===== config.mk =====
export PLATFORM = sky130hd
export DESIGN_NAME = cio_top
export DESIGN_NICKNAME = d
export VERILOG_FILES = /design/src/core/cio_pkg.sv /design/src/core/cio_dir_if.sv /design/src/core/cio_dir_refresh.sv /design/src/core/cio_top.sv
export SDC_FILE = /design/constraint.sdc
export NUM_CORES = 1
export LEC_CHECK = 0
export BUFFER_PORTS_ARGS = -buffer_cell sky130_fd_sc_hd__buf_2
export CORE_ASPECT_RATIO = 1.75
export CORE_MARGIN = 2
export CORE_UTILIZATION = 25
export DETAILED_ROUTE_END_ITERATION = 10
export PLACE_DENSITY = 0.57
export SETUP_SLACK_MARGIN = 0.02
export SLEW_MARGIN = 10
export SYNTH_ARGS = -nofsm -noshare
export SYNTH_HDL_FRONTEND = slang
export SYNTH_HIERARCHICAL = 1
export SYNTH_SLANG_ARGS = --single-unit

===== constraint.sdc =====
create_clock -name clk_i -period 9.7 [get_ports clk_i]
set_clock_uncertainty 0.1 [all_clocks]
set_input_delay 0 -clock clk_i [delete_from_list [all_inputs] [get_ports clk_i]]
set_output_delay 0 -clock clk_i [all_outputs]
set_load 0.01 [all_outputs]

===== src/core/cio_pkg.sv =====
// constants shared by the configurable i/o port block
// assumes one 200 MHz core clock and an active-low power-up reset
package cio_pkg;

  // ****************************************************************
  // port widths
  // ****************************************************************
  localparam int BD_W   = 8;  // bidirectional port lines
  localparam int ANA_W  = 4;  // analogue-capable port lines
  localparam int FOUT_W = 8;  // fixed output port lines
  localparam int FIN_W  = 8;  // fixed input port lines, large variant
  localparam int FANA_W = 3;  // fixed analogue port lines, large variant
  localparam int SEL_W  = 3;  // bit select of a per-line request

  // ****************************************************************
  // reset values
  // ****************************************************************
  localparam logic [7:0] DIR_RST      = 8'h00;  // every line an input
  localparam logic [7:0] VAL_RST      = 8'h00;
  localparam logic [7:0] FOUT_RST     = 8'h00;
  localparam logic [3:0] ANA_MODE_RST = 4'h0;   // every line analogue
  localparam logic [7:0] ALL_OUT      = 8'hff;
  localparam logic [2:0] FANA_ON      = 3'h7;
  localparam logic [2:0] FANA_OFF     = 3'h0;

  // ****************************************************************
  // special-function line positions on the bidirectional port
  // ****************************************************************
  localparam int IR_BIT   = 0;
  localparam int PWM1_BIT = 1;
  localparam int PWM2_BIT = 2;
  localparam int SCL_BIT  = 3;
  localparam int SDA_BIT  = 4;
  localparam int KBC_BIT  = 6;
  localparam int KBD_BIT  = 7;

  // ****************************************************************
  // timing
  // ****************************************************************
  localparam int CLK_PERIOD_NS  = 5;
  localparam int REFRESH_NS     = 10000;  // direction refresh period
  localparam int REFRESH_CYCLES = REFRESH_NS / CLK_PERIOD_NS;

endpackage : cio_pkg


===== src/core/cio_dir_if.sv =====
// carrier between the port core and the direction refresher
// assumes both ends share one clock
`timescale 1ns/100ps
interface cio_dir_if;
  logic [cio_pkg::BD_W-1:0] cfg_dir;    // maintained direction, 1 = out
  logic                     cfg_load;   // configuration written now
  logic                     poke_wr;    // raw write of hardware setting
  logic [cio_pkg::BD_W-1:0] poke_tris;  // raw value, 1 = input
  logic [cio_pkg::BD_W-1:0] hw_dir;     // hardware direction, 1 = out
  logic                     tick;       // refresh happening now

  modport core    (output cfg_dir, cfg_load, poke_wr, poke_tris,
                   input  hw_dir, tick);
  modport refresh (input  cfg_dir, cfg_load, poke_wr, poke_tris,
                   output hw_dir, tick);
endinterface : cio_dir_if


===== src/core/cio_dir_refresh.sv =====
// hardware direction setting of the bidirectional port and its refresh
// assumes a synchronised active-low reset from the top module
`timescale 1ns/100ps
module cio_dir_refresh #(
  parameter int REFRESH_CYCLES = cio_pkg::REFRESH_CYCLES
) (
  input  wire logic  clk_i,      // core clock
  input  wire logic  rst_n_i,    // synchronised reset, active low
  cio_dir_if.refresh dir_if      // configuration and hardware setting
);

  localparam int CW = $clog2(REFRESH_CYCLES);

  logic [CW-1:0]            cnt_r;
  logic [cio_pkg::BD_W-1:0] hw_dir_r;
  logic                     tick_w;

  assign tick_w      = (cnt_r == CW'(REFRESH_CYCLES - 1));
  assign dir_if.tick = tick_w;
  assign dir_if.hw_dir = hw_dir_r;

  always_ff @(posedge clk_i or negedge rst_n_i) begin
    if (!rst_n_i) begin
      cnt_r <= '0;
    end else begin
      cnt_r <= tick_w ? '0 : cnt_r + 1'b1;
    end
  end

  // RULE8: periodic rewrite from configuration
  // a raw write survives only until the next tick; a configuration write
  // wins over a raw write in the same cycle
  always_ff @(posedge clk_i or negedge rst_n_i) begin
    if (!rst_n_i) begin
      hw_dir_r <= cio_pkg::DIR_RST;
    end else if (dir_if.cfg_load || tick_w) begin
      hw_dir_r <= dir_if.cfg_dir;
    end else if (dir_if.poke_wr) begin
      hw_dir_r <= ~dir_if.poke_tris;
    end
  end

  a_refresh_restore: assert property ( // RULE8
    @(posedge clk_i) disable iff (!rst_n_i)
    tick_w |=> hw_dir_r == $past(dir_if.cfg_dir))
    else $error("hardware direction not restored at refresh");

  a_refresh_period: assert property ( // RULE8
    @(posedge clk_i) disable iff (!rst_n_i)
    tick_w |=> !tick_w && cnt_r == '0)
    else $error("refresh counter did not restart");

endmodule : cio_dir_refresh


===== src/core/cio_top.sv =====
// configurable i/o ports: analogue-capable, fixed output, bidirectional,
// and on the large variant fixed input and fixed analogue ports
// assumes pins arrive asynchronously and control strobes on clk_i
//
// Behaviour
// RULE1: four analogue lines, optionally read digitally
// RULE2: eight fixed outputs, no direction control
// RULE3: eight bidirectional lines, inputs after reset
// RULE4: direction register, one means output
// RULE5: inverted direction view, same lines
// RULE6: set request forces output and level
// RULE7: value write sets all levels at once
// RULE8: hardware direction refreshed from configuration
// RULE9: analogue lines never feed pulse functions
// RULE10: large variant has fixed standard input port
// RULE11: large variant has three fixed analogue lines
// RULE12: small variant special functions take bidir lines
// RULE13: large variant only pwm, i2c on bidir
// RULE14: output value kept while line is input
`timescale 1ns/100ps
module cio_top #(
  parameter bit LARGE_VARIANT  = 1'b0,  // 1 = forty-leg variant
  parameter int REFRESH_CYCLES = cio_pkg::REFRESH_CYCLES
) (
  input  wire logic                       clk_i,            // core clock
  input  wire logic                       reset_n_i,        // async reset
  // analogue-capable port
  input  wire logic [cio_pkg::ANA_W-1:0]  ana_pin_i,        // pin levels
  input  wire logic                       ana_mode_wr_i,    // mode write
  input  wire logic [cio_pkg::ANA_W-1:0]  ana_mode_wdata_i, // 1 = digital
  output logic      [cio_pkg::ANA_W-1:0]  ana_mode_o,       // mode read
  output logic      [cio_pkg::ANA_W-1:0]  ana_conv_en_o,    // to converter
  output logic      [cio_pkg::ANA_W-1:0]  ana_level_o,      // digital read
  // fixed output port
  input  wire logic                       fout_wr_i,        // value write
  input  wire logic [cio_pkg::FOUT_W-1:0] fout_wdata_i,     // new levels
  output logic      [cio_pkg::FOUT_W-1:0] fixed_output_port_o,    // pins
  output logic      [cio_pkg::FOUT_W-1:0] fixed_output_port_oe_o, // enable
  // bidirectional port configuration
  input  wire logic                       dir_wr_i,         // 1 = out view
  input  wire logic [cio_pkg::BD_W-1:0]   dir_wdata_i,      // direction
  input  wire logic                       tris_wr_i,        // 1 = in view
  input  wire logic [cio_pkg::BD_W-1:0]   tris_wdata_i,     // direction
  input  wire logic                       val_wr_i,         // value write
  input  wire logic [cio_pkg::BD_W-1:0]   val_wdata_i,      // levels
  input  wire logic                       set_req_i,        // per-line set
  input  wire logic [cio_pkg::SEL_W-1:0]  set_bit_i,        // line number
  input  wire logic                       set_level_i,      // 1 = high
  input  wire logic                       poke_wr_i,        // raw write
  input  wire logic [cio_pkg::BD_W-1:0]   poke_tris_i,      // 1 = input
  output logic      [cio_pkg::BD_W-1:0]   dir_o,            // 1 = out
  output logic      [cio_pkg::BD_W-1:0]   tris_o,           // 1 = in
  output logic      [cio_pkg::BD_W-1:0]   val_o,            // value read
  output logic      [cio_pkg::BD_W-1:0]   hw_dir_o,         // live setting
  // bidirectional port pins
  input  wire logic [cio_pkg::BD_W-1:0]   bd_pin_i,         // pin levels
  output logic      [cio_pkg::BD_W-1:0]   bd_pin_o,         // drive level
  output logic      [cio_pkg::BD_W-1:0]   bd_pin_oe_o,      // drive enable
  output logic      [cio_pkg::BD_W-1:0]   bd_level_o,       // port read
  // large-variant ports
  input  wire logic [cio_pkg::FIN_W-1:0]  fixed_input_port_i, // pins
  output logic      [cio_pkg::FANA_W-1:0] fixed_analogue_port_en_o, // conv
  // standard input and pulse sources
  output logic      [cio_pkg::FIN_W-1:0]  std_input_o,      // plain read
  output logic      [cio_pkg::FIN_W-1:0]  pulse_src_o,      // count/width
  // special functions
  input  wire logic                       ir_en_i,          // infrared on
  input  wire logic [1:0]                 pwm_en_i,         // pwm 1, 2 on
  input  wire logic [1:0]                 pwm_level_i,      // pwm levels
  input  wire logic                       i2c_setup_function_i, // i2c on
  input  wire logic                       kb_en_i,          // keyboard on
  output logic                            ir_in_o,          // infrared in
  output logic                            i2c_scl_o,        // clock in
  output logic                            i2c_sda_o,        // data in
  output logic                            kb_clk_o,         // keyboard clk
  output logic                            kb_data_o         // keyboard dat
);

  localparam int BW = cio_pkg::BD_W;

  // ****************************************************************
  // reset release and pin synchronisers
  // ****************************************************************
  logic                       rst_meta_r;
  logic                       rst_n;
  logic [BW-1:0]              bd_meta_r;
  logic [BW-1:0]              bd_sync_r;
  logic [cio_pkg::ANA_W-1:0]  ana_meta_r;
  logic [cio_pkg::ANA_W-1:0]  ana_sync_r;
  logic [cio_pkg::FIN_W-1:0]  fin_meta_r;
  logic [cio_pkg::FIN_W-1:0]  fin_sync_r;

  always_ff @(posedge clk_i or negedge reset_n_i) begin
    if (!reset_n_i) begin
      rst_meta_r <= 1'b0;
      rst_n      <= 1'b0;
    end else begin
      rst_meta_r <= 1'b1;
      rst_n      <= rst_meta_r;
    end
  end

  always_ff @(posedge clk_i or negedge rst_n) begin
    if (!rst_n) begin
      bd_meta_r  <= '0;
      bd_sync_r  <= '0;
      ana_meta_r <= '0;
      ana_sync_r <= '0;
      fin_meta_r <= '0;
      fin_sync_r <= '0;
    end else begin
      bd_meta_r  <= bd_pin_i;
      bd_sync_r  <= bd_meta_r;
      ana_meta_r <= ana_pin_i;
      ana_sync_r <= ana_meta_r;
      fin_meta_r <= fixed_input_port_i;
      fin_sync_r <= fin_meta_r;
    end
  end

  // ****************************************************************
  // configuration registers
  // ****************************************************************
  logic [BW-1:0]              dir_r;
  logic [BW-1:0]              dir_nxt;
  logic [BW-1:0]              val_r;
  logic [BW-1:0]              val_nxt;
  logic [cio_pkg::FOUT_W-1:0] fout_r;
  logic [cio_pkg::ANA_W-1:0]  ana_mode_r;
  logic [BW-1:0]              set_mask_w;
  logic [BW-1:0]              dir_base_w;
  logic [BW-1:0]              val_base_w;

  assign set_mask_w = set_req_i ? (BW'(1) << set_bit_i) : '0;
  // RULE4: one selects output
  // RULE5: inverted view writes the same storage
  assign dir_base_w = dir_wr_i  ? dir_wdata_i :
                      tris_wr_i ? ~tris_wdata_i : dir_r;
  // RULE6: set request forces output
  assign dir_nxt    = dir_base_w | set_mask_w;
  // RULE7: all levels at once
  assign val_base_w = val_wr_i ? val_wdata_i : val_r;
  // RULE6: and the requested level
  assign val_nxt    = set_level_i ? (val_base_w | set_mask_w)
                                  : (val_base_w & ~set_mask_w);

  // RULE3: inputs after reset
  // RULE14: value held independent of direction
  always_ff @(posedge clk_i or negedge rst_n) begin
    if (!rst_n) begin
      dir_r <= cio_pkg::DIR_RST;
      val_r <= cio_pkg::VAL_RST;
    end else begin
      dir_r <= dir_nxt;
      val_r <= val_nxt;
    end
  end

  // RULE2: value only, no direction state
  // RULE1: analogue after reset
  always_ff @(posedge clk_i or negedge rst_n) begin
    if (!rst_n) begin
      fout_r     <= cio_pkg::FOUT_RST;
      ana_mode_r <= cio_pkg::ANA_MODE_RST;
    end else begin
      if (fout_wr_i) begin
        fout_r <= fout_wdata_i;
      end
      if (ana_mode_wr_i) begin
        ana_mode_r <= ana_mode_wdata_i;
      end
    end
  end

  assign dir_o                  = dir_r;
  assign tris_o                 = ~dir_r;
  assign val_o                  = val_r;
  assign ana_mode_o             = ana_mode_r;
  assign ana_conv_en_o          = ~ana_mode_r;
  assign fixed_output_port_o    = fout_r;
  // RULE2: permanently driven
  assign fixed_output_port_oe_o = cio_pkg::ALL_OUT;
  // RULE11: fixed analogue on the large variant only
  assign fixed_analogue_port_en_o = LARGE_VARIANT ? cio_pkg::FANA_ON
                                                  : cio_pkg::FANA_OFF;

  // ****************************************************************
  // hardware direction setting
  // ****************************************************************
  cio_dir_if dir_if ();
  logic [BW-1:0] hw_dir_w;

  assign dir_if.cfg_dir   = dir_nxt;
  assign dir_if.cfg_load  = dir_wr_i | tris_wr_i | set_req_i;
  assign dir_if.poke_wr   = poke_wr_i;
  assign dir_if.poke_tris = poke_tris_i;
  assign hw_dir_w         = dir_if.hw_dir;
  assign hw_dir_o         = hw_dir_w;

  cio_dir_refresh #(
    .REFRESH_CYCLES (REFRESH_CYCLES)
  ) u_refresh (
    .clk_i   (clk_i),
    .rst_n_i (rst_n),
    .dir_if  (dir_if.refresh)
  );

  // ****************************************************************
  // special-function takeover of bidirectional lines
  // ****************************************************************
  logic          small_w;
  logic [BW-1:0] sf_take_w;
  logic [BW-1:0] sf_oe_w;
  logic [BW-1:0] sf_out_w;
  logic [BW-1:0] bd_oe_w;
  logic [BW-1:0] bd_out_w;

  assign small_w = !LARGE_VARIANT;
  // RULE12: small variant takes ir and keyboard lines too
  // RULE13: large variant takes only pwm and i2c lines
  assign sf_take_w = {small_w & kb_en_i, small_w & kb_en_i, 1'b0,
                      i2c_setup_function_i, i2c_setup_function_i,
                      pwm_en_i[1], pwm_en_i[0], small_w & ir_en_i};
  assign sf_oe_w   = {5'h00, 2'h3, 1'b0};
  assign sf_out_w  = {5'h00, pwm_level_i[1], pwm_level_i[0], 1'b0};

  // RULE14: stored value reaches the pin once driven
  generate
    for (genvar i = 0; i < BW; i++) begin : g_line
      assign bd_oe_w[i]  = sf_take_w[i] ? sf_oe_w[i]  : hw_dir_w[i];
      assign bd_out_w[i] = sf_take_w[i] ? sf_out_w[i] : val_r[i];
    end
  endgenerate

  // ****************************************************************
  // input views
  // ****************************************************************
  logic [cio_pkg::FIN_W-1:0] std_src_w;
  logic                      ir_src_w;
  logic                      kbc_src_w;
  logic                      kbd_src_w;

  // RULE10: fixed input port is the standard input on large variant
  assign std_src_w = LARGE_VARIANT ? fin_sync_r : bd_sync_r;
  assign ir_src_w  = LARGE_VARIANT ? fin_sync_r[cio_pkg::IR_BIT]
                                   : bd_sync_r[cio_pkg::IR_BIT];
  assign kbc_src_w = LARGE_VARIANT ? fin_sync_r[cio_pkg::KBC_BIT]
                                   : bd_sync_r[cio_pkg::KBC_BIT];
  assign kbd_src_w = LARGE_VARIANT ? fin_sync_r[cio_pkg::KBD_BIT]
                                   : bd_sync_r[cio_pkg::KBD_BIT];

  always_ff @(posedge clk_i or negedge rst_n) begin
    if (!rst_n) begin
      bd_pin_o    <= '0;
      bd_pin_oe_o <= '0;
      bd_level_o  <= '0;
      ana_level_o <= '0;
      std_input_o <= '0;
      pulse_src_o <= '0;
      ir_in_o     <= 1'b0;
      i2c_scl_o   <= 1'b0;
      i2c_sda_o   <= 1'b0;
      kb_clk_o    <= 1'b0;
      kb_data_o   <= 1'b0;
    end else begin
      bd_pin_o    <= bd_out_w;
      bd_pin_oe_o <= bd_oe_w;
      bd_level_o  <= bd_sync_r;
      // RULE1: digital read only where selected
      ana_level_o <= ana_sync_r & ana_mode_r;
      std_input_o <= std_src_w;
      // RULE9: pulse functions never see the analogue port
      pulse_src_o <= std_src_w;
      ir_in_o     <= ir_src_w & ir_en_i;
      i2c_scl_o   <= bd_sync_r[cio_pkg::SCL_BIT] & i2c_setup_function_i;
      i2c_sda_o   <= bd_sync_r[cio_pkg::SDA_BIT] & i2c_setup_function_i;
      kb_clk_o    <= kbc_src_w & kb_en_i;
      kb_data_o   <= kbd_src_w & kb_en_i;
    end
  end

  // ****************************************************************
  // checks
  // ****************************************************************
  a_dir_write: assert property ( // RULE4
    @(posedge clk_i) disable iff (!rst_n)
    dir_wr_i && !set_req_i |=> dir_o == $past(dir_wdata_i))
    else $error("direction write not stored");

  a_tris_view: assert property ( // RULE5
    @(posedge clk_i) disable iff (!rst_n)
    tris_wr_i && !dir_wr_i && !set_req_i
      |=> dir_o == ~$past(tris_wdata_i) && tris_o == $past(tris_wdata_i))
    else $error("inverted direction view wrong");

  a_set_request: assert property ( // RULE6
    @(posedge clk_i) disable iff (!rst_n)
    set_req_i |=> dir_o[$past(set_bit_i)] &&
                  val_o[$past(set_bit_i)] == $past(set_level_i))
    else $error("set request did not drive line");

  a_val_write: assert property ( // RULE7
    @(posedge clk_i) disable iff (!rst_n)
    val_wr_i && !set_req_i |=> val_o == $past(val_wdata_i))
    else $error("value write not stored");

  a_fout_fixed: assert property ( // RULE2
    @(posedge clk_i) disable iff (!rst_n)
    fout_wr_i |=> fixed_output_port_o == $past(fout_wdata_i) &&
                  fixed_output_port_oe_o == cio_pkg::ALL_OUT)
    else $error("fixed output port misbehaved");

  a_pin_follow: assert property ( // RULE14
    @(posedge clk_i) disable iff (!rst_n)
    sf_take_w == '0 |=> bd_pin_oe_o == $past(hw_dir_w) &&
                        bd_pin_o == $past(val_r))
    else $error("pin does not follow value and direction");

  a_reset_state: assert property ( // RULE3
    @(posedge clk_i) disable iff (!rst_n)
    $rose(rst_n) |-> dir_o == cio_pkg::DIR_RST &&
                     ana_conv_en_o == ~cio_pkg::ANA_MODE_RST)
    else $error("wrong state after reset");

  a_pwm_take: assert property ( // RULE13
    @(posedge clk_i) disable iff (!rst_n)
    pwm_en_i[0] |=> bd_pin_oe_o[cio_pkg::PWM1_BIT] &&
                    bd_pin_o[cio_pkg::PWM1_BIT] == $past(pwm_level_i[0]))
    else $error("pwm did not take its line");

  a_std_input: assert property ( // RULE10
    @(posedge clk_i) disable iff (!rst_n)
    ##1 std_input_o == $past(std_src_w) && pulse_src_o == std_input_o)
    else $error("standard input source wrong");

  a_fixed_ana: assert property ( // RULE11
    @(posedge clk_i) disable iff (!rst_n)
    fixed_analogue_port_en_o == (LARGE_VARIANT ? cio_pkg::FANA_ON
                                               : cio_pkg::FANA_OFF))
    else $error("fixed analogue lines wrong");

endmodule : cio_top


==> results of run 1 <==
[layout make-up]
cell class,count,area [um^2],share of cell area [%]
Sequential cell,106,2660,42.4
Timing Repair Buffer,262,1760,28.1
Multi-Input combinational cell,177,1210,19.4
Tap cell,224,280,4.47
Clock buffer,12,246,3.93
Inverter,23,86.3,1.38
Clock inverter,4,27.5,0.439
[worst max-delay path, cell delays in order, from the launching register on]
cell and delay, ns:
dfrtp_1 0.41, ha_1 0.24, nand3_1 0.28, o31a_1 0.68
mux2_4 0.35
[stage by stage]
stage / cell area (um^2) / setup slack (ns)
2_1_floorplan: 4230 / 6.43
3_3_place_gp: 5110 / 7.55
3_5_place_dp: 5110 / 7.53
4_1_cts: 6270 / 7.51
5_1_grt: 6270 / 7.39
6_report: 6270 / 7.51
[state kept, by name (all words and copies together), names as in the netlist, 4 cells and up, named ones only]
signal	flops
ana_level_o	4
u_refresh/dir_if.hw_dir	8
u_refresh/cnt_r	11
dir_o	8
bd_meta_r	8
ana_sync_r	4
fixed_output_port_o	8
ana_mode_o	4
bd_pin_oe_o	8
bd_sync_r	8
bd_pin_o	8
ana_meta_r	4
bd_level_o	8
[where the power goes]
part	internal, uW	leakage (uW)	total [uW]	switching, uW
logic	87.9	0.00166	163	75.3
clock network	182	0.000137	338	156
registers	474	0.00127	493	18.9
[timing repair]
action                                  4_1_cts  5_1_grt
hold buffers                                 89        0
hold endpoints to repair                     69        0
setup buffers                                 0        0
endpoints found under the setup margin        0        0
[final timing paths]
path / cells past startpoint / endpoint / startpoint / slack [ns]
min in group asynchronous: 0 / bd_level_o[5] / rst_n / 0.11
max: 4 / u_refresh/dir_if.hw_dir[1] / u_refresh/cnt_r[0] / 7.51
min: 5 / u_refresh/dir_if.hw_dir[4] / tris_wdata_i[4] / 0.10
min reg2reg: 0 / bd_level_o[5] / rst_n / 0.11
max reg2reg: 4 / u_refresh/dir_if.hw_dir[1] / u_refresh/cnt_r[0] / 7.51
max in group asynchronous: 1 / ana_meta_r[1] / rst_n / 8.07
[cells in the mapped netlist]
master and number:
mux2_1 8, nand3_1 4, xor2_1 2, buf_6 2
conb_1 2, nand4_1 4, nor2_1 6, o211ai_1 4
nand3b_1 2, or4_1 1, and2_1 9, buf_2 4
buf_4 30, o31ai_1 1, o21ai_1 11, or3b_4 1
nand4b_1 3, o22a_1 1, dfrtp_1 106, mux2_2 3
o31a_1 1, o22a_2 1, nand2_1 25, or4bb_1 1
nor3_1 3, buf_1 1, mux2_4 8, inv_1 23
a211oi_1 1, mux2i_1 16, nor2b_1 11, and4bb_1 3
o21bai_1 2, or3_1 3, a21oi_1 10, o311ai_0 1
nand2b_1 2, ha_1 1, nor4b_2 1, or2_2 2
o21ai_0 13
[kinds of logic (layout without fill, tap and decap cells)]
group,Yosys count,after routing
simple gates,81,81
buf+inv,60,301
flops,106,106
fa+ha+maj,1,1
other cells,2,12
mux,35,35
xor+xnor,2,2
compound gates,46,46
[per-layer routing]
metal  up-vias  global-route usage (%)
met3        14                    2.44
met5         -                       0
met2       128                    22.8
li1       1574                       -
met4         0                    5.56
met1      1594                    14.3
==> metrics, run 1 <==
status=finished clean; power per cell area=159 mW/mm^2; Hold/Removal Path Class=in2reg; maximum vdd ir drop=approximately 0.070 mV; CTS Sinks=around 110; share of cells above drive strength 1=34.9%; crit path DAT=2.31 ns; WL met2=a little over 6000 um; Area Overhead vs Synth=49.7%; crit path kind=reg2reg; number of synthesized register bits=106; largest cells by area after synthesis=dfrtp_1 (63%), buf_4 (5.4%), mux2i_1 (3.8%), mux2_4 (2.9%), nand2_1 (2.2%); Die Height=175 um; mux cell area share after synthesis=9.65%; yosys warns=6; num rows=62; routed wire length=11300 um; ant diodes=0; Worst-Skew Late Latency=0.34 ns; crit path time final=roughly 2.2 ns; # DRC=0; highest metal used=met4; CP Data Required Time=9.83 ns; Max H-tree Level=3; post-synthesis compound-gate area fraction=6.36%; synthesized area per cell=12.6 um^2; Power, Total=994 uW; Cells after DPL=703; Clock transition at path regs=0.07 ns; sequential area share after synthesis=63.3%; slew margin rel.=31.1%; largest net degree at the start of global routing=84; final core occ=roughly two fifths; most common cell after layout, fill and taps aside=buf_2; Via density=~4.1; fill cell count=1624; largest family of logic cells by synthesized area=simple AND/OR/NAND/NOR gates; CTS tree=built; LEAKAGE=between 0.003 and 0.004 uW; Slew @ Worst Pin=1.03 ns; Antenna Violating Nets Remaining=0; largest area contributor in the netlist=dfrtp_1; setup TNS=0 ns; Placer Congestion=0.775; Synth Area in Simple Gates=11.2%; Ports=approximately 190; Synth cell types=41; crit path capture type=register; post-DP HPWL=7840 um; Max Clock Freq=457 MHz; Iter 0 DRT Violations=around 200; drt pass-1 iters=4; met3 wire length=~650 um; Layout Cells excl Fill=808; pins over their slew limit=0; CTS Root Cell=clkbuf_16; top-area cell type share of the netlist area=63.3%; final period utilization=between 20% and 30%; die footprint=0.0178 mm^2; Final Hold Fails=0; core area=around 0.016 mm^2; total grt overflow=0; Die Wd=roughly 100 um; worst-path maximum fanout=10; number of global-route vias before repair=3397; Synth Area in XOR/XNOR=less than 1%; first-pass GRT wire length=17300 um; Mapped Area=0.00419 mm^2; post-synthesis adder-cell area fraction=0.299%; Hold WS=0.104 ns; Layout Nets=664; IO buf count=~170; Mapped Cells=333; Met1 Wirelength=~4400 um; number of antenna violations at the first check in global routing=0; total CTS buffers=9; most frequent cells in the layout=buf_2 (172), dfrtp_1 (105), dlygate4sd3_1 (89), nand2_1 (25), inv_1 (23); CP Launch Type=register; Clock Tree Buf Depth=2; Tot GR Track Use=12.7%; cts repair resizes=0; RSZ-0062 raised after global routing=false; DR vias=between 3000 and 4000; # setup viols final=0; routed len/inst=14.0 um; Starting Density=25.5%; Max Cap Viol=0
(Power assumes the default switching activity.)
==> run 2: changes to the inputs <==
clock period = 2.1 ns   (was 9.7 ns; I/O delays follow)
==> run 2 against run 1 <==
Net effect:
- sequential power rose to 4.6 times the previous value
- first-iteration DRC count fell by 36%
- final cell count rose by 0.62%
- non-clock buffer count rose by 5
- cell area rose by 1.4%
- critical path depth fell by 1
- via count rose by 1.0%
- register-to-register slack got worse by 7.4 ns
- hold slack got worse by 0.011 ns
- critical endpoint unchanged
- largest power group unchanged
==> metrics, run 2 (synthesis results as in run 1) <==
num rows=62 (unchanged); Internal Dissipation=3570 uW (+380%); Die Height=175 um (unchanged); post-CTS setup buffers=0 (unchanged); Area Overhead vs Synth=51.8%; pins over their slew limit=0 (unchanged); final core occ=38.7% (+0.53 points); Clock transition at path regs=0.07 ns (about the same); RSZ-0062 raised after global routing=false; routed wire length=11400 um (+1.0%); drt pass-1 iters=4 (unchanged); max reg flops=11 (unchanged); # setup viols final=0 (unchanged); M3 GR Usage=2.72% (+0.28 points); die footprint=0.0178 mm^2 (unchanged); DR vias=3344 (+1.0%); Reg with most FFs=u_refresh/cnt_r; power per cell area=751 mW/mm^2 (+370%); Antenna Violating Nets Remaining=0 (unchanged); NetSw=1200 uW (+380%); Worst-Skew Late Latency=0.35 ns (about the same); met1 Usage GRT=14.0% (-0.27 points); share of cells above drive strength 1=35.8% (+0.89 points); Slew @ Worst Pin=0.707 ns (-0.327 ns); status=finished clean; Tot GR Track Use=12.9% (+0.21 points); Layout Nets=669 (+0.75%); final instance area=0.00636 mm^2 (+1.4%); Starting Density=25.5% (unchanged); number of global-route vias before repair=3455 (+1.7%); total CTS buffers=9 (unchanged); CTS tree=built; most frequent cells in the layout=buf_2 (172), dfrtp_1 (105), dlygate4sd3_1 (89), nand2_1 (25), inv_1 (23); Hold/Removal Path Class=in2reg; Hold WS=0.0938 ns (-0.0106 ns); routed len/inst=14.1 um (+0.39%); Ports=192 (unchanged); crit path capture type=register; largest net degree at the start of global routing=67 (-20%); maximum vdd ir drop=0.458 mV (+550%); Via density=4.11 (+0.41%); most common cell after layout, fill and taps aside=buf_2; IO buf count=172 (unchanged); GR peak layer=met2; Power, Total=4770 uW (+380%); Clock Tree Buf Depth=2 (unchanged); CP Data Required Time=2.23 ns (-7.60 ns); crit path DAT=2.13 ns (-0.18 ns); Placer Congestion=0.787 (+1.5%); met2 Use GR=23.6% (+0.79 points); power share of the sequential group=47.5% (-2.1 points); cts repair resizes=0 (unchanged); Iter 0 DRT Violations=128 (-36%); total grt overflow=0 (unchanged); worst-path maximum fanout=8 (-2); CP Launch Type=register; combinational share of power=16.1% (-0.3 points); CTS Sinks=106 (unchanged); first-pass GRT wire length=17600 um (+2.2%); final period utilization=95.1% (+73 points); # DRC=0 (unchanged); Die Wd=102 um (unchanged); switching share of power=25.2% (+0.031 points); LEAKAGE=0.00311 uW (+1.1%); CTS Root Cell=clkbuf_16; core area=0.0164 mm^2 (unchanged); slew margin rel.=52.9% (+22 points); number of antenna violations at the first check in global routing=0 (unchanged); Final Hold Fails=0 (unchanged); ant diodes=0 (unchanged); DP Area=0.00516 mm^2 (+0.98%); CTS Hold Bufs=89 (unchanged); Max Clock Freq=501 MHz (+9.5%); setup TNS=0 ns (unchanged); crit path time final=2.00 ns (-0.190 ns); clock power share=36.4% (+2.4 points); Max Cap Viol=0 (unchanged); Max H-tree Level=3 (unchanged); post-DP HPWL=8050 um (+2.7%); crit path kind=reg2reg
run 2: changes by cell type in the layout (fill, tap and decap cells not counted):
cell,change
clkinv_4,-1
clkinvlp_4,+3
buf_4,+4
bufinv_16,+1
inv_8,+1
clkinv_2,-2
clkbuf_1,-2
buf_12,+1
run 2: routing by layer:
layer  vias to the layer above  wire length, um
met5                         -                0
met4                         0              277
met3                        19              671
met2                       148             6150
met1                      1595             4340
li1                       1582                -
run 2: layout make-up:
class                           count  area (um^2)
Fill cell                        1606        10100
Sequential cell                   106         2660
Timing Repair Buffer              267         1810
Multi-Input combinational cell    177         1210
Tap cell                          224          280
Clock buffer                       10          239
Inverter                           23         86.3
Clock inverter                      6         72.6
run 2: final timing paths:
kind | from | to | slack (ns) | cells past startpoint
max reg2reg | u_refresh/cnt_r[5] | u_refresh/dir_if.hw_dir[1] | 0.10 | 3
min reg2reg | rst_n | ana_level_o[2] | 0.22 | 1
min in group asynchronous | rst_n | ana_level_o[2] | 0.22 | 1
max | u_refresh/cnt_r[5] | u_refresh/dir_if.hw_dir[1] | 0.10 | 3
max in group asynchronous | rst_n | u_refresh/cnt_r[8] | 1.23 | 1
min | tris_wdata_i[4] | u_refresh/dir_if.hw_dir[4] | 0.09 | 5
run 2: worst max-delay path, cell delays in order (launching register included):
cell,delay [ns]
dfrtp_1,0.46
or3b_4,0.42
o31a_1,0.52
mux2_4,0.38
run 2: metrics by stage:
| stage | worst slack (ns) | cells |
|---|---|---|
| floorplan | 0.224 | 343 |
| global placement | 0.155 | 708 |
| detailed placement | 0.112 | 708 |
| CTS | 0.0872 | 813 |
| global route | 0.0563 | 813 |
| finish | 0.102 | 813 |
run 2: power groups by stage:
| stage | clock [uW] | sequential [uW] | combinational [uW] |
|---|---|---|---|
| finish | 1740 | 2270 | 768 |
| global route | 1880 | 2290 | 842 |
| CTS | 1800 | 2270 | 772 |
| detailed placement | 0 | 2310 | 600 |
| global placement | 0 | 2300 | 594 |
| floorplan | 0 | 2380 | 248 |
==> run 3: changes to the inputs <==
BUFFER_PORTS_ARGS = -buffer_cell sky130_fd_sc_hd__clkbuf_2   (was -buffer_cell sky130_fd_sc_hd__buf_2)
CORE_ASPECT_RATIO = 1.2   (was 1.75)
==> run 3 against run 2 <==
Net effect:
- first-iteration DRC count rose by 59%
- largest power group unchanged
- highest routed layer unchanged
- via count rose by 0.27%
- non-clock buffer count did not move
==> metrics, run 3 (synthesis results as in run 1) <==
status=finished clean; routed wire length=11200 um (-1.9%); Max Clock Freq=497 MHz (-0.63%); die footprint=0.0178 mm^2 (-0.20%); Final Hold Fails=0 (unchanged); Hold/Removal Path Class=in2reg; Power, Total=4530 uW (-5.2%); number of antenna violations at the first check in global routing=0 (unchanged); num rows=51 (-18%); post-route worst setup slack=0.0895 ns (-0.0127 ns); number of global-route vias before repair=3439 (-0.46%); LEAKAGE=0.00312 uW (+0.28%); most common cell after layout, fill and taps aside=clkbuf_2; ant diodes=0 (unchanged); IO buf count=172 (unchanged); routed len/inst=14.1 um (about the same); max reg flops=11 (unchanged); Worst R2R Setup Slack=0.09 ns (about the same); Reg with most FFs=u_refresh/cnt_r; crit path capture type=register; maximum vdd ir drop=0.342 mV (-25%); pre-CTS setup slack=0.0956 ns (-0.0168 ns); slew margin rel.=56.6% (+3.8 points); Clock Tree Buf Depth=2 (unchanged); R2R Path End=u_refresh/dir_if.hw_dir[4]; final period utilization=95.7% (+0.60 points); Max Cap Viol=0 (unchanged); Worst Setup EP=u_refresh/dir_if.hw_dir[4]; crit path kind=reg2reg; total CTS buffers=9 (unchanged); Tot GR Track Use=12.8% (-0.15 points); RSZ-0062 raised after global routing=false; Slew @ Worst Pin=0.651 ns (-0.0564 ns); start point of the critical path=u_refresh/cnt_r[4]; Clock transition at path regs=0.06 ns (about the same); hold path cells=4 (-1); Die Wd=122 um (+20%); slowest stage cell, crit path=o31a_1; drt pass-1 iters=4 (unchanged); Area Overhead vs Synth=50.0%; CP Data Required Time=2.23 ns (about the same); CTS Root Cell=clkbuf_16; total grt overflow=0 (unchanged); CTS Sinks=106 (unchanged); setup TNS=0 ns (unchanged); worst reg-to-reg path cell count=3 (unchanged); worst-path maximum fanout=9 (+1); cts repair resizes=0 (unchanged); Starting Density=25.6% (+0.17 points); pins over their slew limit=0 (unchanged); share of cells above drive strength 1=35.3% (-0.50 points); Slowest Stage Delay on Critical Path=0.50 ns (-0.02 ns); largest net degree at the start of global routing=53 (-21%); most frequent cells in the layout=clkbuf_2 (172), dfrtp_1 (105), dlygate4sd3_1 (89), nand2_1 (25), inv_1 (23); Ports=192 (unchanged); crit path DAT=2.14 ns (about the same); post-DP HPWL=7890 um (-2.1%); CTS tree=built; Max H-tree Level=3 (unchanged); CP Launch Type=register; DR vias=3353 (+0.27%); Via density=4.20 (+2.2%); Iter 0 DRT Violations=204 (+59%); worst r2r src=u_refresh/cnt_r[4]; # DRC=0 (unchanged); Layout Nets=669 (unchanged); first-pass GRT wire length=17400 um (-1.5%); worst-path cell chain=or3b_4, o31a_1, mux2_4; Antenna Violating Nets Remaining=0 (unchanged); power per cell area=721 mW/mm^2 (-4.0%); Worst-Skew Late Latency=0.34 ns (about the same); core area=0.0163 mm^2 (-0.67%); # setup viols final=0 (unchanged); crit path time final=2.01 ns (+0.0127 ns); Placer Congestion=0.738 (-6.1%); Die Height=146 um (-17%)
[run 3: metal layers]
layer | vias to the layer above | part of all wire [%] | wire [um] | track usage (%)
met2 | 144 | 49 | 5490 | 21.5
li1 | 1581 | - | - | -
met3 | 17 | 6.2 | 699 | 3.57
met1 | 1611 | 43 | 4830 | 15.5
met5 | - | 0 | 0 | 0
met4 | 0 | 1.8 | 205 | 4.77
[run 3: how the worst min path moves through the flow]
stage,start,end,slack [ns]
floorplan,reset_n_i,rst_meta_r,-0.40
global placement,reset_n_i,rst_meta_r,-0.31
detailed placement,reset_n_i,rst_meta_r,-0.31
CTS,dir_wdata_i[4],u_refresh/dir_if.hw_dir[4],0.03
global route,dir_wdata_i[4],u_refresh/dir_if.hw_dir[4],0.06
finish,dir_wdata_i[4],u_refresh/dir_if.hw_dir[4],0.06
[run 3: timing repair]
action                    in CTS  in global routing
hold endpoints to repair      69                  0
hold buffers                  89                  0
buffers inserted               0                  0
[run 3: layout make-up]
class	instances	area [um^2]
Fill cell	1626	10100
Multi-Input combinational cell	177	1210
Tap cell	212	265
Clock inverter	3	18.8
Inverter	23	86.3
Timing Repair Buffer	267	1810
Clock buffer	10	229
Sequential cell	106	2660
[run 3: metrics by stage]
stage | instance area [um^2] | hold slack [ns] | std cells | util, %
2_1_floorplan | 4230 | -0.396 | 343 | -
3_3_place_gp | 5140 | -0.313 | 696 | 31.5
3_5_place_dp | 5140 | -0.312 | 696 | 31.5
4_1_cts | 6280 | 0.0258 | 798 | 38.4
5_1_grt | 6280 | 0.0648 | 798 | 38.4
6_report | 6280 | 0.0632 | 798 | 38.4
[run 3: power breakdown]
group / total, uW / internal [uW] / switching (uW) / leakage [uW]
combinational: 763 / 411 / 352 / 0.00172
sequential: 2280 / 2190 / 91.9 / 0.00127
clock: 1480 / 785 / 696 / 0.000124
[run 3: critical path, delay by kind of cell (launching register included)]
family / cells / cell delay, ns
flip-flops: 1 / 0.47
AND/OR/NAND/NOR: 1 / 0.45
multiplexers: 1 / 0.37
AO/OA/AOI/OAI: 1 / 0.50
